<file path="src/dac_twowire_pkg.sv">
// constants and link states of the two-wire slave port
package dac_twowire_pkg;
	// =====================================================
	// address and bus codes
	localparam logic [3:0] ADDR_PREFIX = 4'h9;
	localparam logic [4:0] MCODE_PREFIX = 5'h01;
	localparam logic [3:0] BITS_PER_BYTE = 4'h8;
	// =====================================================
	// timing
	localparam int CLK_NS = 25;
	localparam int SPIKE_FS_NS = 50;
	localparam int SPIKE_HS_NS = 10;
	localparam logic [2:0] FILT_FS_CYC = 3'(SPIKE_FS_NS / CLK_NS + 1);
	localparam logic [2:0] FILT_HS_CYC = 3'(SPIKE_HS_NS / CLK_NS + 1);
	// =====================================================
	// receive buffer and code
	localparam int FIFO_WIDTH = 9;
	localparam int FIFO_DEPTH = 16;
	localparam int CODE_BITS_DEF = 12;
	localparam bit LARGE_PKG_DEF = 1'b1;
	// =====================================================
	// link states
	typedef enum logic [2:0] {
		S_IDLE,
		S_ADDR,
		S_ACK,
		S_RX,
		S_TX,
		S_TXACK,
		S_IGNORE
	} link_state_t;
endpackage

</file>
<file path="src/rx_fifo.sv">
// first-in first-out buffer with valid and ready on both sides
`timescale 1ns/1ps
module rx_fifo #(
	parameter int WIDTH = 9,
	parameter int DEPTH = 16
) (
	input wire logic clk,
	input wire logic rst_n,
	input wire logic in_valid,
	output logic in_ready,
	input wire logic [WIDTH-1:0] in_data,
	output logic out_valid,
	input wire logic out_ready,
	output logic [WIDTH-1:0] out_data
);
	localparam int AW = $clog2(DEPTH);
	typedef struct packed {
		logic [AW:0] wptr;
		logic [AW:0] rptr;
	} fifo_state_t;
	fifo_state_t fifo_reg;
	fifo_state_t fifo_next;
	logic [WIDTH-1:0] mem [DEPTH];
	logic push;
	logic pop;

	// =====================================================
	// flags and pointers
	assign in_ready = (fifo_reg.wptr[AW-1:0] != fifo_reg.rptr[AW-1:0]) ||
		(fifo_reg.wptr[AW] == fifo_reg.rptr[AW]);
	assign out_valid = fifo_reg.wptr != fifo_reg.rptr;
	assign out_data = mem[fifo_reg.rptr[AW-1:0]];
	assign push = in_valid & in_ready;
	assign pop = out_valid & out_ready;

	always_comb begin
		fifo_next = fifo_reg;
		if (push) begin
			fifo_next.wptr = fifo_reg.wptr + 1'b1;
		end
		if (pop) begin
			fifo_next.rptr = fifo_reg.rptr + 1'b1;
		end
	end

	always_ff @(posedge clk or negedge rst_n) begin
		if (!rst_n) begin
			fifo_reg <= '0;
		end else begin
			fifo_reg <= fifo_next;
		end
	end

	always_ff @(posedge clk) begin
		if (push) begin
			mem[fifo_reg.wptr[AW-1:0]] <= in_data;
		end
	end
endmodule

</file>
<file path="src/dac_twowire_slave.sv">
// two-wire serial slave front end of an octal converter
//
// Notes on behaviour
// data line only pulled low or released; never driven high.
// master makes every clock pulse; this port only watches the clock.
// start is data falling while clock high; detected in any state.
// master sends seven address bits then a direction bit.
// transmitter holds data stable while clock high; changes when low.
// acknowledge only a matching address, low through ninth clock high.
// acknowledge is data low at ninth clock high; released is no-ack.
// direction 0 means master writes; 1 means this port transmits.
// receiver of each data byte acknowledges it; this port gives no-ack when its receive buffer is full.
// eight data bits plus acknowledge repeat until stop or restart.
// normally receiver; becomes transmitter when master reads.
// stop is data rising while clock high; detected in any state.
// after stop, ignore traffic until start plus matching address.
// seven-bit addressing only; no ten-bit or general call ack.
// works at 100k, 400k, 1M and 3.4M bits per second.
// master code 00001xxx is not acknowledged but enters high speed.
// after master code a repeated start resumes normal protocol.
// stop ends high speed and restores normal settings.
// master should chain repeated starts to stay in high speed.
// small package always binary; large package pin picks format.
// code is unsigned 8, 10 or 12 bits, full scale 255/1023/4095.
// address is 1001 followed by three address-select pin bits.
// lines synchronised and filtered before detecting conditions.
`timescale 1ns/1ps
module dac_twowire_slave
	import dac_twowire_pkg::*;
#(
	parameter int CODE_BITS = CODE_BITS_DEF,
	parameter bit LARGE_PKG = LARGE_PKG_DEF
) (
	input wire logic CLK,
	input wire logic RST_N,
	input wire logic SCL_IN,
	input wire logic SDA_IN,
	output logic SDA_OUT,
	output logic SDA_OE,
	input wire logic [2:0] ADDR_SEL,
	input wire logic CODE_FORMAT_SELECT,
	output logic CODE_TWOS,
	output logic [15:0] CODE_FULL_SCALE,
	output logic HS_ACTIVE,
	output logic ADDRESSED,
	output logic [7:0] RX_DATA,
	output logic RX_FIRST,
	output logic RX_VALID,
	input wire logic RX_READY,
	input wire logic [7:0] TX_DATA,
	output logic TX_TAKEN
);
	// =====================================================
	// state record
	typedef struct packed {
		logic scl_s1;
		logic scl_s2;
		logic sda_s1;
		logic sda_s2;
		logic [2:0] addr_s1;
		logic [2:0] addr_s2;
		logic fmt_s1;
		logic fmt_s2;
		logic scl_f;
		logic sda_f;
		logic [2:0] scl_cnt;
		logic [2:0] sda_cnt;
		link_state_t st;
		logic [3:0] bit_cnt;
		logic [7:0] shift;
		logic rw;
		logic hs;
		logic first;
		logic master_ack;
		logic sda_oe;
		logic push;
		logic [8:0] push_data;
		logic tx_taken;
		logic twos;
		logic [15:0] full_scale;
	} slave_state_t;

	slave_state_t state_reg;
	slave_state_t state_next;
	logic [2:0] filt_lim;
	logic scl_rise;
	logic scl_fall;
	logic start_det;
	logic stop_det;
	logic fifo_ready;
	logic [8:0] fifo_out;

	// =====================================================
	// glitch filter step: returns {value, count}
	function automatic logic [3:0] filt_step(input logic raw,
		input logic val, input logic [2:0] cnt, input logic [2:0] lim);
		if (raw == val) begin
			return {val, 3'h0};
		end else if (cnt + 3'h1 >= lim) begin
			return {raw, 3'h0};
		end else begin
			return {val, cnt + 3'h1};
		end
	endfunction

	// =====================================================
	// next state
	always_comb begin
		state_next = state_reg;
		state_next.push = 1'b0;
		state_next.tx_taken = 1'b0;
		// pins pass two flip-flops first
		state_next.scl_s1 = SCL_IN;
		state_next.scl_s2 = state_reg.scl_s1;
		state_next.sda_s1 = SDA_IN;
		state_next.sda_s2 = state_reg.sda_s1;
		state_next.addr_s1 = ADDR_SEL;
		state_next.addr_s2 = state_reg.addr_s1;
		state_next.fmt_s1 = CODE_FORMAT_SELECT;
		state_next.fmt_s2 = state_reg.fmt_s1;
		// shorter filter in high speed to keep 3.4M bit times
		filt_lim = state_reg.hs ? FILT_HS_CYC : FILT_FS_CYC;
		{state_next.scl_f, state_next.scl_cnt} = filt_step(
			state_reg.scl_s2, state_reg.scl_f, state_reg.scl_cnt,
			filt_lim);
		{state_next.sda_f, state_next.sda_cnt} = filt_step(
			state_reg.sda_s2, state_reg.sda_f, state_reg.sda_cnt,
			filt_lim);
		// clock is only observed, never driven
		scl_rise = state_next.scl_f & ~state_reg.scl_f;
		scl_fall = ~state_next.scl_f & state_reg.scl_f;
		start_det = state_reg.scl_f & state_next.scl_f &
			state_reg.sda_f & ~state_next.sda_f;
		stop_det = state_reg.scl_f & state_next.scl_f &
			~state_reg.sda_f & state_next.sda_f;
		state_next.twos = LARGE_PKG ? state_reg.fmt_s2 : 1'b0;
		state_next.full_scale = 16'((32'h1 << CODE_BITS) - 1);

		if (stop_det) begin
			state_next.st = S_IDLE;
			state_next.sda_oe = 1'b0;
			state_next.hs = 1'b0;
		end else if (start_det) begin
			// repeated start keeps high speed
			state_next.st = S_ADDR;
			state_next.bit_cnt = 4'h0;
			state_next.sda_oe = 1'b0;
		end else begin
			unique case (state_reg.st)
			S_IDLE, S_IGNORE: begin
				state_next.sda_oe = 1'b0;
			end
			S_ADDR, S_RX: begin
				if (scl_rise) begin
					state_next.shift = {state_reg.shift[6:0],
						state_reg.sda_f};
					state_next.bit_cnt = state_reg.bit_cnt + 4'h1;
				end else if (scl_fall &&
					state_reg.bit_cnt == BITS_PER_BYTE) begin
					state_next.bit_cnt = 4'h0;
					if (state_reg.st == S_ADDR) begin
						if (state_reg.shift[7:3] == MCODE_PREFIX) begin
							state_next.hs = 1'b1;
							state_next.st = S_IGNORE;
						end else if (state_reg.shift[7:1] ==
							{ADDR_PREFIX, state_reg.addr_s2}) begin
							// other addresses incl. ten-bit and 0 miss
							state_next.sda_oe = 1'b1;
							state_next.rw = state_reg.shift[0];
							state_next.first = 1'b1;
							state_next.st = S_ACK;
						end else begin
							state_next.st = S_IGNORE;
						end
					end else begin
						// full buffer answers with a not-acknowledge
						state_next.sda_oe = fifo_ready;
						state_next.push = fifo_ready;
						state_next.push_data = {state_reg.first,
							state_reg.shift};
						state_next.first = 1'b0;
						state_next.st = fifo_ready ? S_ACK : S_IGNORE;
					end
				end
			end
			S_ACK: begin
				if (scl_fall) begin
					state_next.bit_cnt = 4'h0;
					if (state_reg.rw) begin
						state_next.st = S_TX;
						state_next.shift = TX_DATA;
						state_next.tx_taken = 1'b1;
						state_next.sda_oe = ~TX_DATA[7];
					end else begin
						state_next.st = S_RX;
						state_next.sda_oe = 1'b0;
					end
				end
			end
			S_TX: begin
				if (scl_rise) begin
					state_next.bit_cnt = state_reg.bit_cnt + 4'h1;
				end else if (scl_fall) begin
					if (state_reg.bit_cnt == BITS_PER_BYTE) begin
						state_next.sda_oe = 1'b0;
						state_next.st = S_TXACK;
					end else begin
						state_next.shift = {state_reg.shift[6:0], 1'b0};
						state_next.sda_oe = ~state_reg.shift[6];
					end
				end
			end
			S_TXACK: begin
				if (scl_rise) begin
					state_next.master_ack = ~state_reg.sda_f;
				end else if (scl_fall) begin
					state_next.bit_cnt = 4'h0;
					if (state_reg.master_ack) begin
						state_next.st = S_TX;
						state_next.shift = TX_DATA;
						state_next.tx_taken = 1'b1;
						state_next.sda_oe = ~TX_DATA[7];
					end else begin
						state_next.st = S_IGNORE;
					end
				end
			end
			endcase
		end
	end

	always_ff @(posedge CLK or negedge RST_N) begin
		if (!RST_N) begin
			state_reg <= '0;
		end else begin
			state_reg <= state_next;
		end
	end

	// =====================================================
	// receive buffer
	rx_fifo #(
		.WIDTH(FIFO_WIDTH),
		.DEPTH(FIFO_DEPTH)
	) u_rx_fifo (
		.clk(CLK),
		.rst_n(RST_N),
		.in_valid(state_reg.push),
		.in_ready(fifo_ready),
		.in_data(state_reg.push_data),
		.out_valid(RX_VALID),
		.out_ready(RX_READY),
		.out_data(fifo_out)
	);

	// =====================================================
	// outputs
	assign SDA_OUT = 1'b0;
	assign SDA_OE = state_reg.sda_oe;
	assign CODE_TWOS = state_reg.twos;
	assign CODE_FULL_SCALE = state_reg.full_scale;
	assign HS_ACTIVE = state_reg.hs;
	assign ADDRESSED = (state_reg.st != S_IDLE) &&
		(state_reg.st != S_IGNORE) && (state_reg.st != S_ADDR);
	assign RX_DATA = fifo_out[7:0];
	assign RX_FIRST = fifo_out[8];
	assign TX_TAKEN = state_reg.tx_taken;
endmodule

</file>
<file path="config.mk">
export PLATFORM = sky130hd
export DESIGN_NAME = dac_twowire_slave
export DESIGN_NICKNAME = d
export VERILOG_FILES = /design/src/dac_twowire_pkg.sv /design/src/rx_fifo.sv /design/src/dac_twowire_slave.sv
export SDC_FILE = /design/constraint.sdc
export NUM_CORES = 1
export LEC_CHECK = 0
export ABC_AREA = 1
export BUFFER_PORTS_ARGS = -buffer_cell sky130_fd_sc_hd__buf_2
export CAP_MARGIN = 0
export CORE_MARGIN = 5
export CORE_UTILIZATION = 50
export CTS_CLUSTER_DIAMETER = 40
export DETAILED_ROUTE_END_ITERATION = 8
export PLACE_DENSITY = 0.67
export SLEW_MARGIN = 20
export SYNTH_ARGS = -nofsm -noshare
export SYNTH_HDL_FRONTEND = slang
export SYNTH_SLANG_ARGS = --single-unit
</file>
<file path="constraint.sdc">
create_clock -name CLK -period 2.5 [get_ports CLK]
set_input_delay 0.125 -clock CLK [delete_from_list [all_inputs] [get_ports CLK]]
set_output_delay 0.125 -clock CLK [all_outputs]
set_load 0.01 [all_outputs]
</file>
==> results of run 1 <==
==> where the power goes <==
part / internal, mW / leakage [nW] / switching, mW
combinational: 1.21 / 1.66 / 2.47
sequential: 4.17 / 2.12 / 0.450
clock: 2.19 / 0.428 / 1.47
total: 7.57 / 4.21 / 4.39
==> kinds of logic (layout without fill, tap and decap cells) <==
logic type      count (synthesis)  count (layout)  share of synthesized area (%)
flops                         207             207                          65.66
buf+inv                       103             193                          5.235
xor+xnor                       13              13                          1.267
mux                             1               1                         0.1253
fa+ha+maj                      11              11                          1.532
compound gates                161             161                          11.18
other cells                     2               8                        0.08357
simple gates                  302             302                          14.91
==> per-layer routing <==
| layer | vias to the layer above | global-route usage [%] | wire length [um] | part of all wire [%] |
|---|---|---|---|---|
| met1 | 3027 | 26.42 | 8460 | 42 |
| li1 | 2931 | - | - | - |
| met3 | 32 | 2.579 | 1096 | 5.5 |
| met4 | 0 | 5.996 | 388 | 1.9 |
| met2 | 195 | 33.51 | 10010 | 50 |
| met5 | - | 0 | 0 | 0 |
==> through the flow <==
step                hold slack [ns]  area, um2
floorplan                   -0.1706       9009
global placement             0.2331       9483
detailed placement           0.2344       9483
CTS                       0.0005402      10520
global route                0.07082      10530
finish                      0.01534      10530
==> what timing repair did <==
| item | 4_1_cts | 5_1_grt |
|---|---|---|
| hold endpoints to repair | 52 | 0 |
| hold buffers | 15 | 0 |
| setup endpoints to repair | 6 | 3 |
| gates resized for setup | 2 | 2 |
==> path summary, 6_finish.rpt <==
path	startpoint	endpoint	slack, ns	cells past startpoint
min in group asynchronous	RST_N	state_reg[33]	0.25	2
max in group asynchronous	RST_N	state_reg[60]	1.54	3
worst min-delay path	TX_DATA[5]	state_reg[38]	0.02	5
worst max-delay path	u_rx_fifo.fifo_reg[0]	RX_DATA[7]	0.14	7
worst min register to register	state_next[66]	state_reg[66]	0.35	0
worst max register to register	u_rx_fifo.fifo_reg[5]	u_rx_fifo.mem[14][4]	0.19	10
==> layout make-up <==
class                           instances  area (um2)  area share (%)
Tap cell                              229       286.5           2.721
Clock inverter                         19       170.2           1.616
Clock buffer                           31       710.7           6.749
Multi-Input combinational cell        496        2638           25.05
Sequential cell                       207        5902           56.05
Inverter                               53       201.4           1.913
Timing Repair Buffer                   90       621.8           5.905
==> cells in the final DEF, fill, tap and decap left out, drive strengths merged, types with 2 or more instances in the layout <==
| cell type | n |
|---|---|
| a21oi | 8 |
| buf | 75 |
| clkbuf | 31 |
| clkinv | 10 |
| clkinvlp | 3 |
| conb | 8 |
| dfrtp | 63 |
| dlygate4sd3 | 15 |
| edfxtp | 144 |
| ha | 11 |
| inv | 58 |
| nand2 | 134 |
| nand3 | 21 |
| nand3b | 3 |
| nand4 | 15 |
| nor2 | 127 |
| o211ai | 12 |
| o21ai | 102 |
| o221ai | 26 |
| o22ai | 10 |
| xnor2 | 2 |
| xor2 | 11 |
==> critical path, stage by stage, from the launching register on <==
cell,delay [ns]
dfrtp_2,0.43
inv_2,0.09
buf_12,0.27
o21ai_0,0.14
o221ai_1,0.28
o211ai_1,0.19
nand2_1,0.12
buf_2,0.13
==> run summary, run 1 <==
Status -> finished, final reports clean
Final setup viols -> 0
Largest net degree at the start of global routing -> 74
Clock Root Buffer -> clkbuf_16
First-pass GRT wire length -> 32220 um
Initial Util -> 50.37%
Placed insts -> 1060
Relative slew margins -> 41.81%
Number of nets with antenna violations after detailed routing -> 0
Worst IR Drop VDD -> 0.7072 mV
Non-Filler Instances -> 1125
Static leakage -> 4.211 nW
Num ports -> 49
Count leader, synth -> edfxtp_1
Crit path launch type -> flop
Post-route setup slack -> 0.1351 ns
Share of cells above drive strength 1 -> 18.75%
Die height -> 144.1 um
Slew Limit Fails -> 0
Vias per inst -> 5.498
Crit path kind -> reg -> out
Worst-margin pin slew -> 0.8728 ns
Min Tclk post-route -> 2.365 ns
Max reg flops -> 144
Worst Path Arrival -> 2.24 ns
DPL Wire Length -> 13000 um
GR Overflow Total -> 0
Nets -> 903
CP Capture Type -> primary output
Fillers -> 1437
Layout area overhead -> 17.18%
Setup Total Neg Slack -> 0 ns
Synth warn -> 0
CTS Buf Count -> 27
Residual DRC -> 0
Ranking of synthesized cells by area -> edfxtp_1 48%, dfrtp_1 18%, o21ai_0 5.0%, nand2_1 4.9%, nor2_1 4.8%
Buffers on Ports -> 43
Syn Inst Count -> 800
Total wire length -> 19950 um
Via count -> 6185
Iteration-0 DRC Markers -> 345
Standard-cell row count -> 49
GR Util All Layers -> 19.64%
Fmax -> 0.4229 GHz
Worst-path maximum fanout -> 73
CP Data Required Time -> 2.38 ns
Routed wire per std cell -> 17.73 um
Post-synth top area share -> 48.12%
Min-delay worst type -> in -> reg
Antenna diodes -> 0
Clock transition at path regs -> 0.06 ns
Total power -> 11.96 mW
Core ar. -> 17840 um2
Postcts setup bufs -> 0
Fin. Hold Viols -> 0
Number of flops mapped to enable cells by yosys -> 144
Detailed Routing Iterations Pass 1 -> 5
Top_reg_cell synth -> edfxtp_1
Cell taking the most area after synthesis -> edfxtp_1
Max-Cap Viols -> 0
#FFs+latches synth -> 207
Sink Count -> 207
Clock buffer depth -> 3
PD cells -> 1135 nW/um2
Die Wd -> 144.1 um
Mapped Area -> 8986 um2
Yosys cell types -> 43
Antenna violations before repair -> 0
Vias in the first global route -> 6147
Final core utilization -> 59.02%
Clk_skew -> 0.02579 ns
Post-synth top cells -> 144 x edfxtp_1, 117 x nand2_1, 116 x nor2_1
Mean post-synth cell area -> 11.23 um2
Worst-skew pair later-pin latency -> 0.53 ns
Die ar. -> 20750 um2
Register area share after synthesis -> 65.66%
DP Worst Slack -> 0.2483 ns
H-tree depth -> 1
Final period utilization -> 94.60%
GPL Wtd Cong -> 0.8717
Fraction of registers with async set/reset -> 30.43%
TritonCTS clock tree -> yes
Power figures use the tool's default switching activity.
==> inputs of run 2 (changes only) <==
CORE_ASPECT_RATIO = 0.75   (was default)
==> run 2 against run 1 <==
Net effect:
- clock power rose by 6.8%
- fmax rose by 2.5%
- global-route usage barely moved
- clock skew fell by 0.0047 ns
- clock-buffer cell count fell by 4
- die area rose by 0.13%
- first-iteration DRC count rose by 51%
- sequential power barely moved
- register-to-register slack barely moved
- cell count rose by 0.89%
==> run summary, run 2 (synthesis results as in run 1) <==
Core ar. -> 17660 um2 (was 17840 um2)
Crit path kind -> reg -> reg (was reg -> out)
Vias in the first global route -> 5977 (was 6147)
Area taken by multi-input logic gates -> 2638 um2 (unchanged)
Largest net degree at the start of global routing -> 45 (was 74)
Worst Path Arrival -> 2.71 ns (was 2.24 ns)
Unrepaired setup endpoints after global routing -> false
Commonest non-fill, non-tap cell in the layout -> edfxtp_1 (unchanged)
Nets -> 900 (was 903)
CP Data Required Time -> 2.90 ns (was 2.38 ns)
Post-CTS Hold Fix Bufs -> 11 (was 15)
Setup Total Neg Slack -> 0 ns (unchanged)
Most frequent cells in the layout -> 144 x edfxtp_1, 117 x nand2_1, 116 x nor2_1 (unchanged)
First-pass GRT wire length -> 32520 um (was 32220 um)
Antenna violations before repair -> 0 (unchanged)
Antenna diodes -> 0 (unchanged)
Fillers -> 1420 (was 1437)
Post-route setup slack -> 0.1923 ns (was 0.1351 ns)
Standard-cell row count -> 42 (was 49)
Clk_skew -> 0.02112 ns (was 0.02579 ns)
GPL Wtd Cong -> 0.8684 (was 0.8717)
Postcts setup bufs -> 0 (unchanged)
Met1 WL -> 9533 um (was 8460 um)
Worst-path maximum fanout -> 7 (was 73)
Clock transition at path regs -> 0.06 ns (about the same)
Via count -> 6175 (was 6185)
DR WL met3 -> 1507 um (was 1096 um)
Detailed Routing Iterations Pass 1 -> 7 (was 5)
Clock Root Buffer -> clkbuf_16 (unchanged)
Die height -> 126.1 um (was 144.1 um)
Crit path launch type -> flop (unchanged)
Wire length on met2 -> 8694 um (was 10010 um)
CTS Buf Count -> 27 (unchanged)
Die Wd -> 164.8 um (was 144.1 um)
Worst-margin pin slew -> 0.6513 ns (was 0.8728 ns)
Iteration-0 DRC Markers -> 521 (was 345)
Relative slew margins -> 56.58% (was 41.81%)
GR Util All Layers -> 19.67% (was 19.64%)
Worst-skew pair later-pin latency -> 0.52 ns (was 0.53 ns)
Status -> finished, final reports clean (unchanged)
H-tree depth -> 1 (unchanged)
Num ports -> 49 (unchanged)
Sink Count -> 207 (unchanged)
Routed wire per std cell -> 17.71 um (was 17.73 um)
Fmax -> 0.4333 GHz (was 0.4229 GHz)
Buffers on Ports -> 43 (unchanged)
Final period utilization -> 92.31% (was 94.60%)
Die ar. -> 20780 um2 (was 20750 um2)
Max-Cap Viols -> 0 (unchanged)
Layout area overhead -> 17.47% (was 17.18%)
Static leakage -> 4.206 nW (was 4.211 nW)
Slew Limit Fails -> 0 (unchanged)
Min-delay worst type -> in -> reg (unchanged)
Register Area -> 5902 um2 (unchanged)
Worst IR Drop VDD -> 0.8020 mV (was 0.7072 mV)
Vias per inst -> 5.441 (was 5.498)
# resized after CTS -> 0 (was 2)
PD cells -> 1157 nW/um2 (was 1135 nW/um2)
CP Capture Type -> flop (was primary output)
DP Worst Slack -> 0.2215 ns (was 0.2483 ns)
Max reg flops -> 144 (unchanged)
Min Tclk post-route -> 2.308 ns (was 2.365 ns)
Residual DRC -> 0 (unchanged)
Clock buffer depth -> 3 (unchanged)
Initial Util -> 50.89% (was 50.37%)
Number of nets with antenna violations after detailed routing -> 0 (unchanged)
Share of cells above drive strength 1 -> 19.15% (was 18.75%)
DPL Wire Length -> 13190 um (was 13000 um)
Fin. Hold Viols -> 0 (unchanged)
GR Overflow Total -> 0 (unchanged)
TritonCTS clock tree -> yes (unchanged)
Final setup viols -> 0 (unchanged)
Total wire length -> 20100 um (was 19950 um)
Highest Signal Layer -> met4 (unchanged)
run 2: per-stage QoR:
stage / cells / hold slack, ns / utilization, % / total power [mW] / area [um2]
detailed placement: 1074 / 0.2343 / 53.84 / 8.339 / 9507
floorplan: 806 / -0.1706 / - / 7.140 / 9009
finish: 1135 / 0.01166 / 59.79 / 12.22 / 10560
global route: 1135 / 0.05788 / 59.79 / 12.92 / 10560
global placement: 1074 / 0.2329 / 53.84 / 8.222 / 9507
CTS: 1135 / 0.005874 / 59.77 / 12.27 / 10550
run 2: worst paths after layout:
check,endpoint,cells after the start,startpoint,slack (ns)
setup / recovery,state_reg[45],10,state_reg[51],0.19
hold / removal,state_reg[38],5,TX_DATA[5],0.01
setup reg to reg,state_reg[45],10,state_reg[51],0.19
hold reg to reg,state_reg[64],0,state_next[64],0.35
max in group asynchronous,CODE_FULL_SCALE[0],3,RST_N,1.76
min in group asynchronous,state_reg[35],2,RST_N,0.15
run 2: layout make-up:
type	instances	share of cell area [%]
inverters	53	1.908
multi-input cells	496	24.99
repair buffers	87	5.452
clock inverters	23	2.477
well taps	242	2.868
clock buffers	27	6.400
flip-flops and latches	207	55.91
run 2: routing by layer:
metal | up-vias | track usage, %
li1 | 2939 | -
met1 | 2950 | 30.67
met2 | 252 | 28.81
met3 | 34 | 3.952
met4 | 0 | 4.059
met5 | - | 0
run 2: power by group:
| part | internal, mW | switching (mW) | leakage [nW] |
|---|---|---|---|
| clock | 2.35 | 1.56 | 0.440 |
| combinational | 1.20 | 2.47 | 1.65 |
| sequential | 4.17 | 0.468 | 2.12 |
run 2: critical path: stages (launching register included):
cell and delay (ns):
dfrtp_1 0.40, ha_1 0.32, ha_1 0.29, a21oi_2 0.20
nand2_4 0.09, nand2_4 0.09, nand3_1 0.26, nand4_1 0.28
nand3_2 0.12, nand2_1 0.08, nand2_1 0.05
